$ cat config.mk
export PLATFORM = sky130hd
export DESIGN_NAME = ccfc_top
export DESIGN_NICKNAME = d
export VERILOG_FILES = /design/src/ccfc_pkg.sv /design/src/ccfc_top.sv /design/src/ccfc_coef_bank.sv /design/src/ccfc_flag_unit.sv
export SDC_FILE = /design/constraint.sdc
export NUM_CORES = 1
export LEC_CHECK = 0
export BUFFER_PORTS_ARGS = -buffer_cell sky130_fd_sc_hd__buf_2
export CORE_ASPECT_RATIO = 0.5
export CORE_MARGIN = 10
export CORE_UTILIZATION = 43
export CTS_CLUSTER_DIAMETER = 80
export DETAILED_ROUTE_END_ITERATION = 8
export PLACE_DENSITY = 0.71
export SETUP_SLACK_MARGIN = 0.02
export SYNTH_ARGS = -nofsm -noshare
export SYNTH_HDL_FRONTEND = slang
export SYNTH_HIERARCHICAL = 1
export SYNTH_SLANG_ARGS = --single-unit
export TNS_END_PERCENT = 50
$ cat constraint.sdc
create_clock -name pclk -period 1.9 [get_ports pclk]
set_input_delay 0.38 -clock pclk [delete_from_list [all_inputs] [get_ports pclk]]
set_output_delay 0.38 -clock pclk [all_outputs]
set_load 0.05 [all_outputs]
$ cat src/ccfc_pkg.sv
// package of offsets, field positions, reset values and encodings
// assumes apb with 32-bit data, one aligned word per register
package ccfc_pkg;
    localparam int          NUM_COEF      = 16;
    localparam int          COEF_W        = 16;
    localparam logic [11:0] BLOCK_BASE    = 12'h0200;
    localparam logic [11:0] NBLOCK_BASE   = 12'h0300;
    localparam logic [11:0] OFS_COMPENSATION_CONTROL  = 12'h00A0;
    localparam logic [11:0] OFS_COMP_SR   = 12'h00A2;
    localparam logic [11:0] OFS_COEF_BASE = 12'h0040;
    localparam logic [11:0] OFS_IRQ_STAT  = 12'h00B0;
    localparam logic [11:0] OFS_IRQ_MASK  = 12'h00B4;
    localparam logic [11:0] ADDR_COMPENSATION_CONTROL = 12'h00A0;
    localparam logic [11:0] ADDR_COMP_SR  = 12'h00A4;
    localparam int          BIT_BG_LO     = 6;
    localparam int          BIT_SHORT     = 5;
    localparam int          BIT_OCAL      = 4;
    localparam int          BIT_VOLTAGE_DIAG_ROUTE     = 3;
    localparam int          BIT_CURRENT_DIAG_ROUTE     = 2;
    localparam int          BIT_IRQEN     = 0;
    localparam int          BIT_BG_M_LO   = 14;
    localparam int          BIT_SHORT_M   = 13;
    localparam int          BIT_OCAL_M    = 12;
    localparam int          BIT_VOLTAGE_DIAG_ROUTE_M   = 11;
    localparam int          BIT_CURRENT_DIAG_ROUTE_M   = 10;
    localparam int          BIT_IRQEN_M   = 8;
    localparam int          BIT_DONE_F    = 4;
    localparam int          BIT_CALREQ_F  = 0;
    localparam logic [1:0]  BG_OFF        = 2'h0;
    localparam logic [1:0]  BG_REF_TWO    = 2'h2;
    localparam logic [7:0]  CTL_RESET     = 8'h80;
    localparam logic [1:0]  IRQ_RESET     = 2'h0;
    localparam logic [COEF_W*NUM_COEF-1:0] COEF_RESET = {
        16'h0000, 16'h00F5, 16'h0312, 16'h051F, 16'h0852, 16'h0B44, 16'h0E35, 16'h1021,
        16'h10E5, 16'h1021, 16'h0E35, 16'h0B44, 16'h0852, 16'h051F, 16'h0312, 16'h00F5};
endpackage

$ cat src/ccfc_top.sv
// compensation control register, status flags and coefficient bank behind apb
// assumes analog front end gives done and out-of-range pulses on pclk
//
// Behaviour
// - coefficients sixteen-bit sign magnitude
// - coefficient reset values symmetric set
// - control register full sixteen-bit access only
// - control at 0xA0 in both windows
// - field updates only with mask bit set
// - mask bit assignment per field
// - bandgap select encoding, resets to two
// - input short bit shorts amplifier inputs
// - start bit launches offset calibration only while current channel enabled
// - start stays set, rearm needs zero write
// - voltage diag routes reference to voltage
// - current diag routes reference to current
// - irq enable gates calibration request interrupt
// - done flag set on finish of a running calibration, w1c
// - request flag set on out-of-range, w1c
`timescale 1ns/10ps
module ccfc_top (
    input  wire logic        pclk,
    input  wire logic        presetn,
    input  wire logic        psel,
    input  wire logic        penable,
    input  wire logic        pwrite,
    input  wire logic [11:0] paddr,
    input  wire logic [31:0] pwdata,
    input  wire logic [3:0]  pstrb,
    output logic      [31:0] prdata,
    output logic             pready,
    output logic             pslverr,
    input  wire logic        offset_cal_finished,
    input  wire logic        temp_out_of_range,
    input  wire logic        current_channel_enable,
    output logic      [1:0]  bandgap_select,
    output logic             amp_input_short,
    output logic             offset_cal_start,
    output logic             voltage_diag_route,
    output logic             current_diag_route,
    output logic             cal_irq,
    output logic             irq,
    output logic      [ccfc_pkg::COEF_W*ccfc_pkg::NUM_COEF-1:0] coef_flat
);
    import ccfc_pkg::*;

    // ********************************
    // address decode
    // ********************************
    logic        in_window;
    logic [11:0] ofs;
    logic        sel_ctl;
    logic        sel_sr;
    logic        sel_coef;
    logic        sel_istat;
    logic        sel_imask;
    logic        mapped;
    logic        full_half;
    logic        bad_width;
    logic        acc;
    logic        wr;
    logic        rd;

    always_comb begin
        in_window = (paddr[11:8] == BLOCK_BASE[11:8]) || (paddr[11:8] == NBLOCK_BASE[11:8]);
        ofs       = {4'h0, paddr[7:0]};
    end
    assign sel_ctl   = in_window && (ofs == ADDR_COMPENSATION_CONTROL);
    assign sel_sr    = in_window && (ofs == ADDR_COMP_SR);
    assign sel_coef  = in_window && (ofs[7:6] == OFS_COEF_BASE[7:6]) && (ofs[1:0] == 2'h0);
    assign sel_istat = in_window && (ofs == OFS_IRQ_STAT);
    assign sel_imask = in_window && (ofs == OFS_IRQ_MASK);
    assign mapped    = sel_ctl | sel_sr | sel_coef | sel_istat | sel_imask;
    assign full_half = (pstrb[1:0] == 2'h3);
    // bytewise writes to the control word are refused
    assign bad_width = sel_ctl && pwrite && !full_half;
    assign acc       = psel && penable;
    assign wr        = acc && pwrite && mapped && !bad_width;
    assign rd        = acc && !pwrite && mapped;
    assign pready    = 1'b1;
    assign pslverr   = acc && (!mapped || bad_width);

    // ********************************
    // compensation control fields
    // ********************************
    logic [7:0] ctl_q;
    logic [7:0] ctl_d;
    logic       ctl_wr;
    logic [15:0] wd;
    assign ctl_wr = wr && sel_ctl;
    assign wd     = pwdata[15:0];

    always_comb begin
        ctl_d = ctl_q;
        if (ctl_wr) begin
            if (wd[BIT_BG_M_LO+1]) ctl_d[BIT_BG_LO+1] = wd[BIT_BG_LO+1];
            if (wd[BIT_BG_M_LO])   ctl_d[BIT_BG_LO]   = wd[BIT_BG_LO];
            if (wd[BIT_SHORT_M])   ctl_d[BIT_SHORT]   = wd[BIT_SHORT];
            if (wd[BIT_OCAL_M])    ctl_d[BIT_OCAL]    = wd[BIT_OCAL];
            if (wd[BIT_VOLTAGE_DIAG_ROUTE_M])   ctl_d[BIT_VOLTAGE_DIAG_ROUTE]   = wd[BIT_VOLTAGE_DIAG_ROUTE];
            if (wd[BIT_CURRENT_DIAG_ROUTE_M])   ctl_d[BIT_CURRENT_DIAG_ROUTE]   = wd[BIT_CURRENT_DIAG_ROUTE];
            if (wd[BIT_IRQEN_M])   ctl_d[BIT_IRQEN]   = wd[BIT_IRQEN];
        end
        ctl_d[1] = 1'b0;
    end

    always_ff @(posedge pclk or negedge presetn) begin
        if (!presetn) begin
            ctl_q <= CTL_RESET;
        end else begin
            ctl_q <= ctl_d;
        end
    end

    assign bandgap_select     = ctl_q[BIT_BG_LO+1:BIT_BG_LO];
    assign amp_input_short    = ctl_q[BIT_SHORT];
    assign offset_cal_start   = ctl_q[BIT_OCAL];
    assign voltage_diag_route = ctl_q[BIT_VOLTAGE_DIAG_ROUTE];
    assign current_diag_route = ctl_q[BIT_CURRENT_DIAG_ROUTE];

    // ********************************
    // calibration launch pulse
    // ********************************
    logic ocal_prev_q;
    logic ocal_launch;
    always_ff @(posedge pclk or negedge presetn) begin
        if (!presetn) begin
            ocal_prev_q <= 1'b0;
        end else begin
            ocal_prev_q <= ctl_q[BIT_OCAL];
        end
    end
    // rising edge only, so a held start bit never relaunches; no current channel, no calibration
    assign ocal_launch = ctl_q[BIT_OCAL] && !ocal_prev_q && current_channel_enable;

    // calibration in progress; finish counts only while running
    logic busy_q;
    always_ff @(posedge pclk or negedge presetn) begin
        if (!presetn) begin
            busy_q <= 1'b0;
        end else if (ocal_launch) begin
            busy_q <= 1'b1;
        end else if (offset_cal_finished) begin
            busy_q <= 1'b0;
        end
    end

    // ********************************
    // status flags, write one clears
    // ********************************
    logic [1:0] sr_set;
    logic [1:0] sr_clr;
    logic [1:0] sr_q;
    assign sr_set = {busy_q && offset_cal_finished, temp_out_of_range};
    assign sr_clr = (wr && sel_sr) ? {wd[BIT_DONE_F], wd[BIT_CALREQ_F]} : 2'h0;

    ccfc_flag_unit #(.N(2)) u_sr (
        .pclk    (pclk),
        .presetn (presetn),
        .set_evt (sr_set),
        .clr     (sr_clr),
        .flag_q  (sr_q)
    );

    // calibration request interrupt gated by enable
    assign cal_irq = sr_q[0] && ctl_q[BIT_IRQEN];

    // ********************************
    // interrupt status, mask, output
    // ********************************
    logic [1:0] ist_q;
    logic [1:0] imask_q;
    logic       ist_rd;
    assign ist_rd = rd && sel_istat;
    always_ff @(posedge pclk or negedge presetn) begin
        if (!presetn) begin
            ist_q <= IRQ_RESET;
        end else begin
            ist_q <= (ist_rd ? 2'h0 : ist_q) | sr_set;
        end
    end
    always_ff @(posedge pclk or negedge presetn) begin
        if (!presetn) begin
            imask_q <= IRQ_RESET;
        end else if (wr && sel_imask) begin
            imask_q <= pwdata[1:0];
        end
    end
    // request event also needs the calibration irq enable
    assign irq = |(ist_q & imask_q & {1'b1, ctl_q[BIT_IRQEN]});

    // ********************************
    // coefficients
    // ********************************
    logic [15:0] coef_rd;
    ccfc_coef_bank u_coef (
        .pclk      (pclk),
        .presetn   (presetn),
        .wr_en     (wr && sel_coef),
        .wr_idx    (ofs[5:2]),
        .wr_data   (wd),
        .rd_idx    (ofs[5:2]),
        .rd_data   (coef_rd),
        .coef_flat (coef_flat)
    );

    // ********************************
    // read data
    // ********************************
    logic [31:0] rdat;
    always_comb begin
        rdat = 32'h0000_0000;
        if (sel_ctl)   rdat = {24'h00_0000, ctl_q};
        if (sel_sr)    rdat = {27'h000_0000, sr_q[1], 3'h0, sr_q[0]};
        if (sel_coef)  rdat = {16'h0000, coef_rd};
        if (sel_istat) rdat = {30'h0000_0000, ist_q};
        if (sel_imask) rdat = {30'h0000_0000, imask_q};
    end
    // coefficient read data registered one cycle earlier in setup
    assign prdata = rd ? rdat : 32'h0000_0000;

    // ********************************
    // checks
    // ********************************
    a_mask_guard_hold: assert property (@(posedge pclk) disable iff (!presetn)
        (ctl_wr && !wd[BIT_SHORT_M]) |=> $stable(amp_input_short))
        else $error("input short changed without mask");
    a_mask_guard_take: assert property (@(posedge pclk) disable iff (!presetn)
        (ctl_wr && wd[BIT_VOLTAGE_DIAG_ROUTE_M]) |=> voltage_diag_route == $past(wd[BIT_VOLTAGE_DIAG_ROUTE]))
        else $error("voltage route write lost");
    a_bg_reset_two: assert property (@(posedge pclk) $rose(presetn) |-> bandgap_select == BG_REF_TWO)
        else $error("bandgap select reset wrong");
    a_bytewise_refused: assert property (@(posedge pclk) disable iff (!presetn)
        (acc && sel_ctl && pwrite && !full_half) |=> $stable(ctl_q))
        else $error("bytewise control write took effect");
    a_done_flag_set: assert property (@(posedge pclk) disable iff (!presetn)
        (busy_q && offset_cal_finished) |=> sr_q[1])
        else $error("done flag not set");
    a_irq_gated_off: assert property (@(posedge pclk) disable iff (!presetn)
        !ctl_q[BIT_IRQEN] |-> !cal_irq)
        else $error("irq without enable");
    a_bit_one_zero: assert property (@(posedge pclk) disable iff (!presetn) ctl_q[1] == 1'b0)
        else $error("bit one not zero");
    a_start_no_relaunch: assert property (@(posedge pclk) disable iff (!presetn)
        (offset_cal_start && $past(offset_cal_start)) |-> !ocal_launch)
        else $error("held start relaunched");
    a_req_flag_set: assert property (@(posedge pclk) disable iff (!presetn)
        temp_out_of_range |=> sr_q[0])
        else $error("request flag not set");
    a_short_take: assert property (@(posedge pclk) disable iff (!presetn)
        (ctl_wr && wd[BIT_SHORT_M]) |=> amp_input_short == $past(wd[BIT_SHORT]))
        else $error("input short write lost");
    a_current_route: assert property (@(posedge pclk) disable iff (!presetn)
        (ctl_wr && wd[BIT_CURRENT_DIAG_ROUTE_M]) |=> current_diag_route == $past(wd[BIT_CURRENT_DIAG_ROUTE]))
        else $error("current route write lost");
    a_launch_busy: assert property (@(posedge pclk) disable iff (!presetn)
        ocal_launch |=> busy_q)
        else $error("calibration not launched");

    // ********************************
    // checks on masked writes and status
    // ********************************
    a_bg_mask_take: assert property (@(posedge pclk) disable iff (!presetn)
        (ctl_wr && wd[BIT_BG_M_LO]) |=> bandgap_select[0] == $past(wd[BIT_BG_LO]))
        else $error("bandgap low bit write lost");
    a_bg_mask_hold: assert property (@(posedge pclk) disable iff (!presetn)
        (ctl_wr && !wd[BIT_BG_M_LO+1]) |=> $stable(bandgap_select[1]))
        else $error("bandgap high bit changed without mask");
    a_start_take: assert property (@(posedge pclk) disable iff (!presetn)
        (ctl_wr && wd[BIT_OCAL_M]) |=> offset_cal_start == $past(wd[BIT_OCAL]))
        else $error("start bit write lost");
    a_start_hold: assert property (@(posedge pclk) disable iff (!presetn)
        !ctl_wr |=> $stable(offset_cal_start))
        else $error("start bit changed without write");
    a_irqen_take: assert property (@(posedge pclk) disable iff (!presetn)
        (ctl_wr && wd[BIT_IRQEN_M]) |=> ctl_q[BIT_IRQEN] == $past(wd[BIT_IRQEN]))
        else $error("irq enable write lost");
    a_irqen_hold: assert property (@(posedge pclk) disable iff (!presetn)
        (ctl_wr && !wd[BIT_IRQEN_M]) |=> $stable(ctl_q[BIT_IRQEN]))
        else $error("irq enable changed without mask");
    a_diag_hold: assert property (@(posedge pclk) disable iff (!presetn)
        (ctl_wr && !wd[BIT_VOLTAGE_DIAG_ROUTE_M] && !wd[BIT_CURRENT_DIAG_ROUTE_M]) |=> $stable({voltage_diag_route, current_diag_route}))
        else $error("diag route changed without mask");
    a_cal_irq_on: assert property (@(posedge pclk) disable iff (!presetn)
        (temp_out_of_range && ctl_q[BIT_IRQEN] && !ctl_wr) |=> cal_irq)
        else $error("enabled calibration irq missing");
    a_done_clear: assert property (@(posedge pclk) disable iff (!presetn)
        (wr && sel_sr && wd[BIT_DONE_F] && !sr_set[1]) |=> !sr_q[1])
        else $error("done flag not cleared");
    a_req_clear: assert property (@(posedge pclk) disable iff (!presetn)
        (wr && sel_sr && wd[BIT_CALREQ_F] && !temp_out_of_range) |=> !sr_q[0])
        else $error("request flag not cleared");
    a_done_needs_busy: assert property (@(posedge pclk) disable iff (!presetn)
        (offset_cal_finished && !busy_q && !sr_q[1]) |=> !sr_q[1])
        else $error("done flag set without calibration");
    a_ctl_read_masks: assert property (@(posedge pclk) disable iff (!presetn)
        (rd && sel_ctl) |-> (prdata[31:8] == 24'h00_0000) && !prdata[1])
        else $error("control mask bits read nonzero");
    a_unmapped_err: assert property (@(posedge pclk) disable iff (!presetn)
        (acc && !mapped) |-> pslverr && (prdata == 32'h0000_0000))
        else $error("unmapped access not refused");
endmodule // ccfc_top

$ cat src/ccfc_coef_bank.sv
// sixteen filter coefficient words, sign-magnitude, registered read
// assumes writes and reads come from the apb slave on the same clock
`timescale 1ns/10ps
module ccfc_coef_bank #(
    parameter int N = ccfc_pkg::NUM_COEF,
    parameter int W = ccfc_pkg::COEF_W
) (
    input  wire logic         pclk,
    input  wire logic         presetn,
    input  wire logic         wr_en,
    input  wire logic [3:0]   wr_idx,
    input  wire logic [W-1:0] wr_data,
    input  wire logic [3:0]   rd_idx,
    output logic      [W-1:0] rd_data,
    output logic      [W*N-1:0] coef_flat
);
    import ccfc_pkg::*;
    genvar g;
    generate
        for (g = 0; g < N; g++) begin : g_coef
            logic [W-1:0] coef_q;
            // msb sign, [14:0] magnitude
            always_ff @(posedge pclk or negedge presetn) begin
                if (!presetn) begin
                    coef_q <= COEF_RESET[g*W +: W];
                end else if (wr_en && wr_idx == 4'(g)) begin
                    coef_q <= wr_data;
                end
            end
            assign coef_flat[g*W +: W] = coef_q;
        end
    endgenerate

    always_ff @(posedge pclk or negedge presetn) begin
        if (!presetn) begin
            rd_data <= '0;
        end else begin
            rd_data <= coef_flat[rd_idx*W +: W];
        end
    end

    a_coef_reset_peak: assert property (@(posedge pclk) $rose(presetn) |-> coef_flat[7*W +: W] == 16'h10E5)
        else $error("coefficient seven reset wrong");
endmodule // ccfc_coef_bank

$ cat src/ccfc_flag_unit.sv
// sticky flags set by hardware, cleared by write one; set wins
// assumes events are single-cycle pulses on pclk
`timescale 1ns/10ps
module ccfc_flag_unit #(
    parameter int N = 2
) (
    input  wire logic         pclk,
    input  wire logic         presetn,
    input  wire logic [N-1:0] set_evt,
    input  wire logic [N-1:0] clr,
    output logic      [N-1:0] flag_q
);
    import ccfc_pkg::*;
    logic [N-1:0] flag_d;
    always_comb begin
        flag_d = (flag_q & ~clr) | set_evt;
    end
    always_ff @(posedge pclk or negedge presetn) begin
        if (!presetn) begin
            flag_q <= '0;
        end else begin
            flag_q <= flag_d;
        end
    end
    a_flag_set_wins: assert property (@(posedge pclk) disable iff (!presetn) (|set_evt) |=> (|flag_q))
        else $error("flag event lost");
endmodule // ccfc_flag_unit

==> out/results.md <==
- **cells taking the most area after synthesis** sky130_fd_sc_hd__dfrtp_1 39%, sky130_fd_sc_hd__mux2_2 20%, sky130_fd_sc_hd__dfstp_2 16%
- **Max Cap Viol** 0
- **share of the synthesized area in the top cell type** 39.0%
- **Cell Area, Synth** 0.0133 mm²
- **startpoint types** primary input
- **area grow syn2layout** 35.1%
- **number of nets still failing antenna checks after routing** 0
- **die span in x** 269 µm
- **Critical Path Sink** prdata[9]
- **clock tree sinks** 287
- **drt total wl** 45,800 µm
- **RSZ-0062 raised after global routing** true
- **Post-Synthesis Cells** 863
- **class of the most critical hold timing path** primary input to flip-flop
- **portion of the clock cycle consumed by the worst path in the final layout** 113%
- **sequence of cells on the critical path** buf_6, nor4_4, and2_4, buf_6, and3_4, buf_12, and2_4, buf_8
- **highest clock frequency the design can meet** 468 MHz
- **antenna violations before repair** 1
- **final routed DRC violation total** 0
- **fin worst setup slack** -238 ps
- **routed via count divided by cell count** 5.58
- **DPL Wire Length** 32,800 µm
- **count of vias placed by the detailed router** 9,432
- **Post-synth EDFFs** 0
- **RePlAce Congestion** 0.937
- **Rel. slew slack** 21.9%
- **Min Clock Period, post-route** 2140 ps
- **worst reg2reg path depth** 4
- **flops & latches, synth** 287
- **main flop type after synthesis** sky130_fd_sc_hd__dfrtp_1
- **Initial Utilization** 43.8%
- **Buf/Inv on CP** 4
- **total number of placement rows** 45
- **ys async rst share** 100%
- **number of buffers created by CTS** 27
- **Crit path required time** 1520 ps
- **pins over their slew limit** 0
- **Total Nets Final** 1,301
- **Final Hold Slack** 18.4 ps
- **outcome** finished, violations left
- **pin count of the biggest net entering global routing** 55
- **library cell with the largest summed area after synthesis** sky130_fd_sc_hd__dfrtp_1
- **Floorplan Core Area** 0.0305 mm²
- **RR Startpoint** u_coef/g_coef[3].coef_q[5]
- **number of setup violations in the final report** 49
- **fraction of layout instances using a drive strength above 1** 73.5%
- **total number of cells along the worst setup path** 8
- **fraction of the yosys area taken by sequential cells** 54.6%
- **failing checks** negative setup slack
- **CP peak stage delay** 300 ps
- **Cell variety after synth** 50
- **register clock-pin slew on the reported worst setup and hold paths** 60 ps
- **Clock Tree Buf Depth** 3
- **number of top-level pins** 354
- **skew final** 16.1 ps
- **number of synthesis warnings** 6
- **endpoint class of the critical path** output port
- **global router's overall resource usage** 22.5%
- **average instance area after synthesis** 15.5 µm²
- **library cell with the highest instance count after synthesis** sky130_fd_sc_hd__mux2_2
- **capture point of the worst reg-to-reg path** u_coef/rd_data[5]
- **Initial DRC Count** 679
- **vias in the first global route** 10.2k
- **measured slew at the worst slew-check pin** 1170 ps
- **maximum resistive drop on vdd** 0.000601 V
- **Root Buffer Master** sky130_fd_sc_hd__clkbuf_16
- **maximum level of the CTS H-tree** 1
- **worst-path cell with the longest stage delay** sky130_fd_sc_hd__nor4_4
- **first-pass GRT wire length** 65,900 µm
- **WS Path Type** primary input to output port
- **kind of cell with the highest combined delay on the critical path** simple AND/OR/NAND/NOR gates
- **power density over the cells** 700 mW/mm²
- **cell area after placement** 0.0162 mm²
- **die area** 0.0389 mm²
- **total power** 12,600 µW
- **critical path peak fanout** 7
- **most used standard cells in the synthesized netlist** 236 x sky130_fd_sc_hd__mux2_2, 208 x sky130_fd_sc_hd__dfrtp_1, 79 x sky130_fd_sc_hd__dfstp_2
- **R2R Setup Slk** 300 ps
- **launching element of the worst setup path** paddr[0]
- **die height** 145 µm
- **leakage component of the power** 0.00923 µW
- **Final Hold Vio Count** 0
- **core utilization of the finished layout** 59.1%
- **worst endpoint data arrival time** 1760 ps
- **clock latency on the worst-skew pair** 560 ps
- **router iterations before antenna repair** 5
- **TritonCTS clock tree** yes
- **routed wire length per instance** 27.1 µm
- **count of buffers from port buffering** 317
- **area of all placed cells without fillers** 0.0180 mm²
- **total grt overflow** 0
per-layer routing:
layer | GRT usage (%) | vias to the layer above | part of all wire [%]
li1 | - | 3928 | -
met1 | 25.7 | 5069 | 37
met3 | 4.22 | 104 | 6.0
met4 | 9.20 | 0 | 4.3
met5 | 0 | - | 0
met2 | 41.0 | 331 | 52
sequential cells by signal (all words and copies together), names as in the netlist:
register	count
u_sr/flag_q	2
imask_q	2
ocal_prev_q	1
u_coef/rd_data	16
u_coef/g_coef.coef_q	256
busy_q	1
ist_q	2
ctl_q	7
power breakdown:
group	total, µW	leakage [µW]	switching (µW)	internal, µW
Combinational	834	0.00507	583	251
Sequential	6160	0.00369	16.0	6140
Clock	5620	0.000463	2390	3230
Total	12600	0.00923	2990	9620
worst min path at each step:
stage,cells past startpoint,end,startpoint
2_1_floorplan,0,busy_q,presetn
3_3_place_gp,1,u_coef/g_coef[10].coef_q[12],presetn
3_5_place_dp,1,u_coef/g_coef[15].coef_q[11],presetn
4_1_cts,2,u_sr/flag_q[0],temp_out_of_range
5_1_grt,2,u_sr/flag_q[0],temp_out_of_range
6_report,2,u_sr/flag_q[0],temp_out_of_range
through the flow:
stage	worst slack (ps)	TNS, ps	cells
floorplan	-415	-65900	878
global placement	-471	-111760	1626
detailed placement	-498	-120370	1626
CTS	-210	-2310	1683
global route	-278	-6800	1690
finish	-238	-4200	1690
cells in the final DEF (no fill, tap or decap), types with 27 or more instances in the layout:
cell type,n
sky130_fd_sc_hd__buf_2,293
sky130_fd_sc_hd__a22oi_1,32
sky130_fd_sc_hd__nand2_1,27
sky130_fd_sc_hd__mux2_2,160
sky130_fd_sc_hd__buf_4,61
sky130_fd_sc_hd__dfstp_2,79
sky130_fd_sc_hd__clkbuf_16,29
sky130_fd_sc_hd__mux4_2,64
sky130_fd_sc_hd__dfrtp_1,208
sky130_fd_sc_hd__buf_12,30
sky130_fd_sc_hd__mux2_4,96
area by class of cell:
class,count,area [µm²]
well taps,423,529
multi-input cells,502,6230
fillers,2325,12400
inverters,7,27.5
diodes,1,2.50
flip-flops and latches,287,7280
clock buffers,43,856
clock inverters,7,77.6
repair buffers,420,3010
cells by family (layout without fill, tap and decap cells):
kind of cell | Yosys count | after routing | synth area share, %
mux | 329 | 329 | 33.7
flops | 287 | 287 | 54.6
simple gates | 104 | 104 | 4.82
buf+inv | 89 | 477 | 3.77
compound gates | 52 | 52 | 3.01
other cells | 2 | 18 | 0.0563
what timing repair did:
| item | in CTS | in global routing |
|---|---|---|
| gates cloned | 0 | 2 |
| pin swaps | 14 | 19 |
| setup endpoints to repair | 17 | 166 |
| buffers inserted | 6 | 6 |
| resized for setup | 67 | 111 |
| hold endpoints to repair | 27 | 0 |
| hold buffers | 1 | 0 |
(Power assumes the default switching activity.)
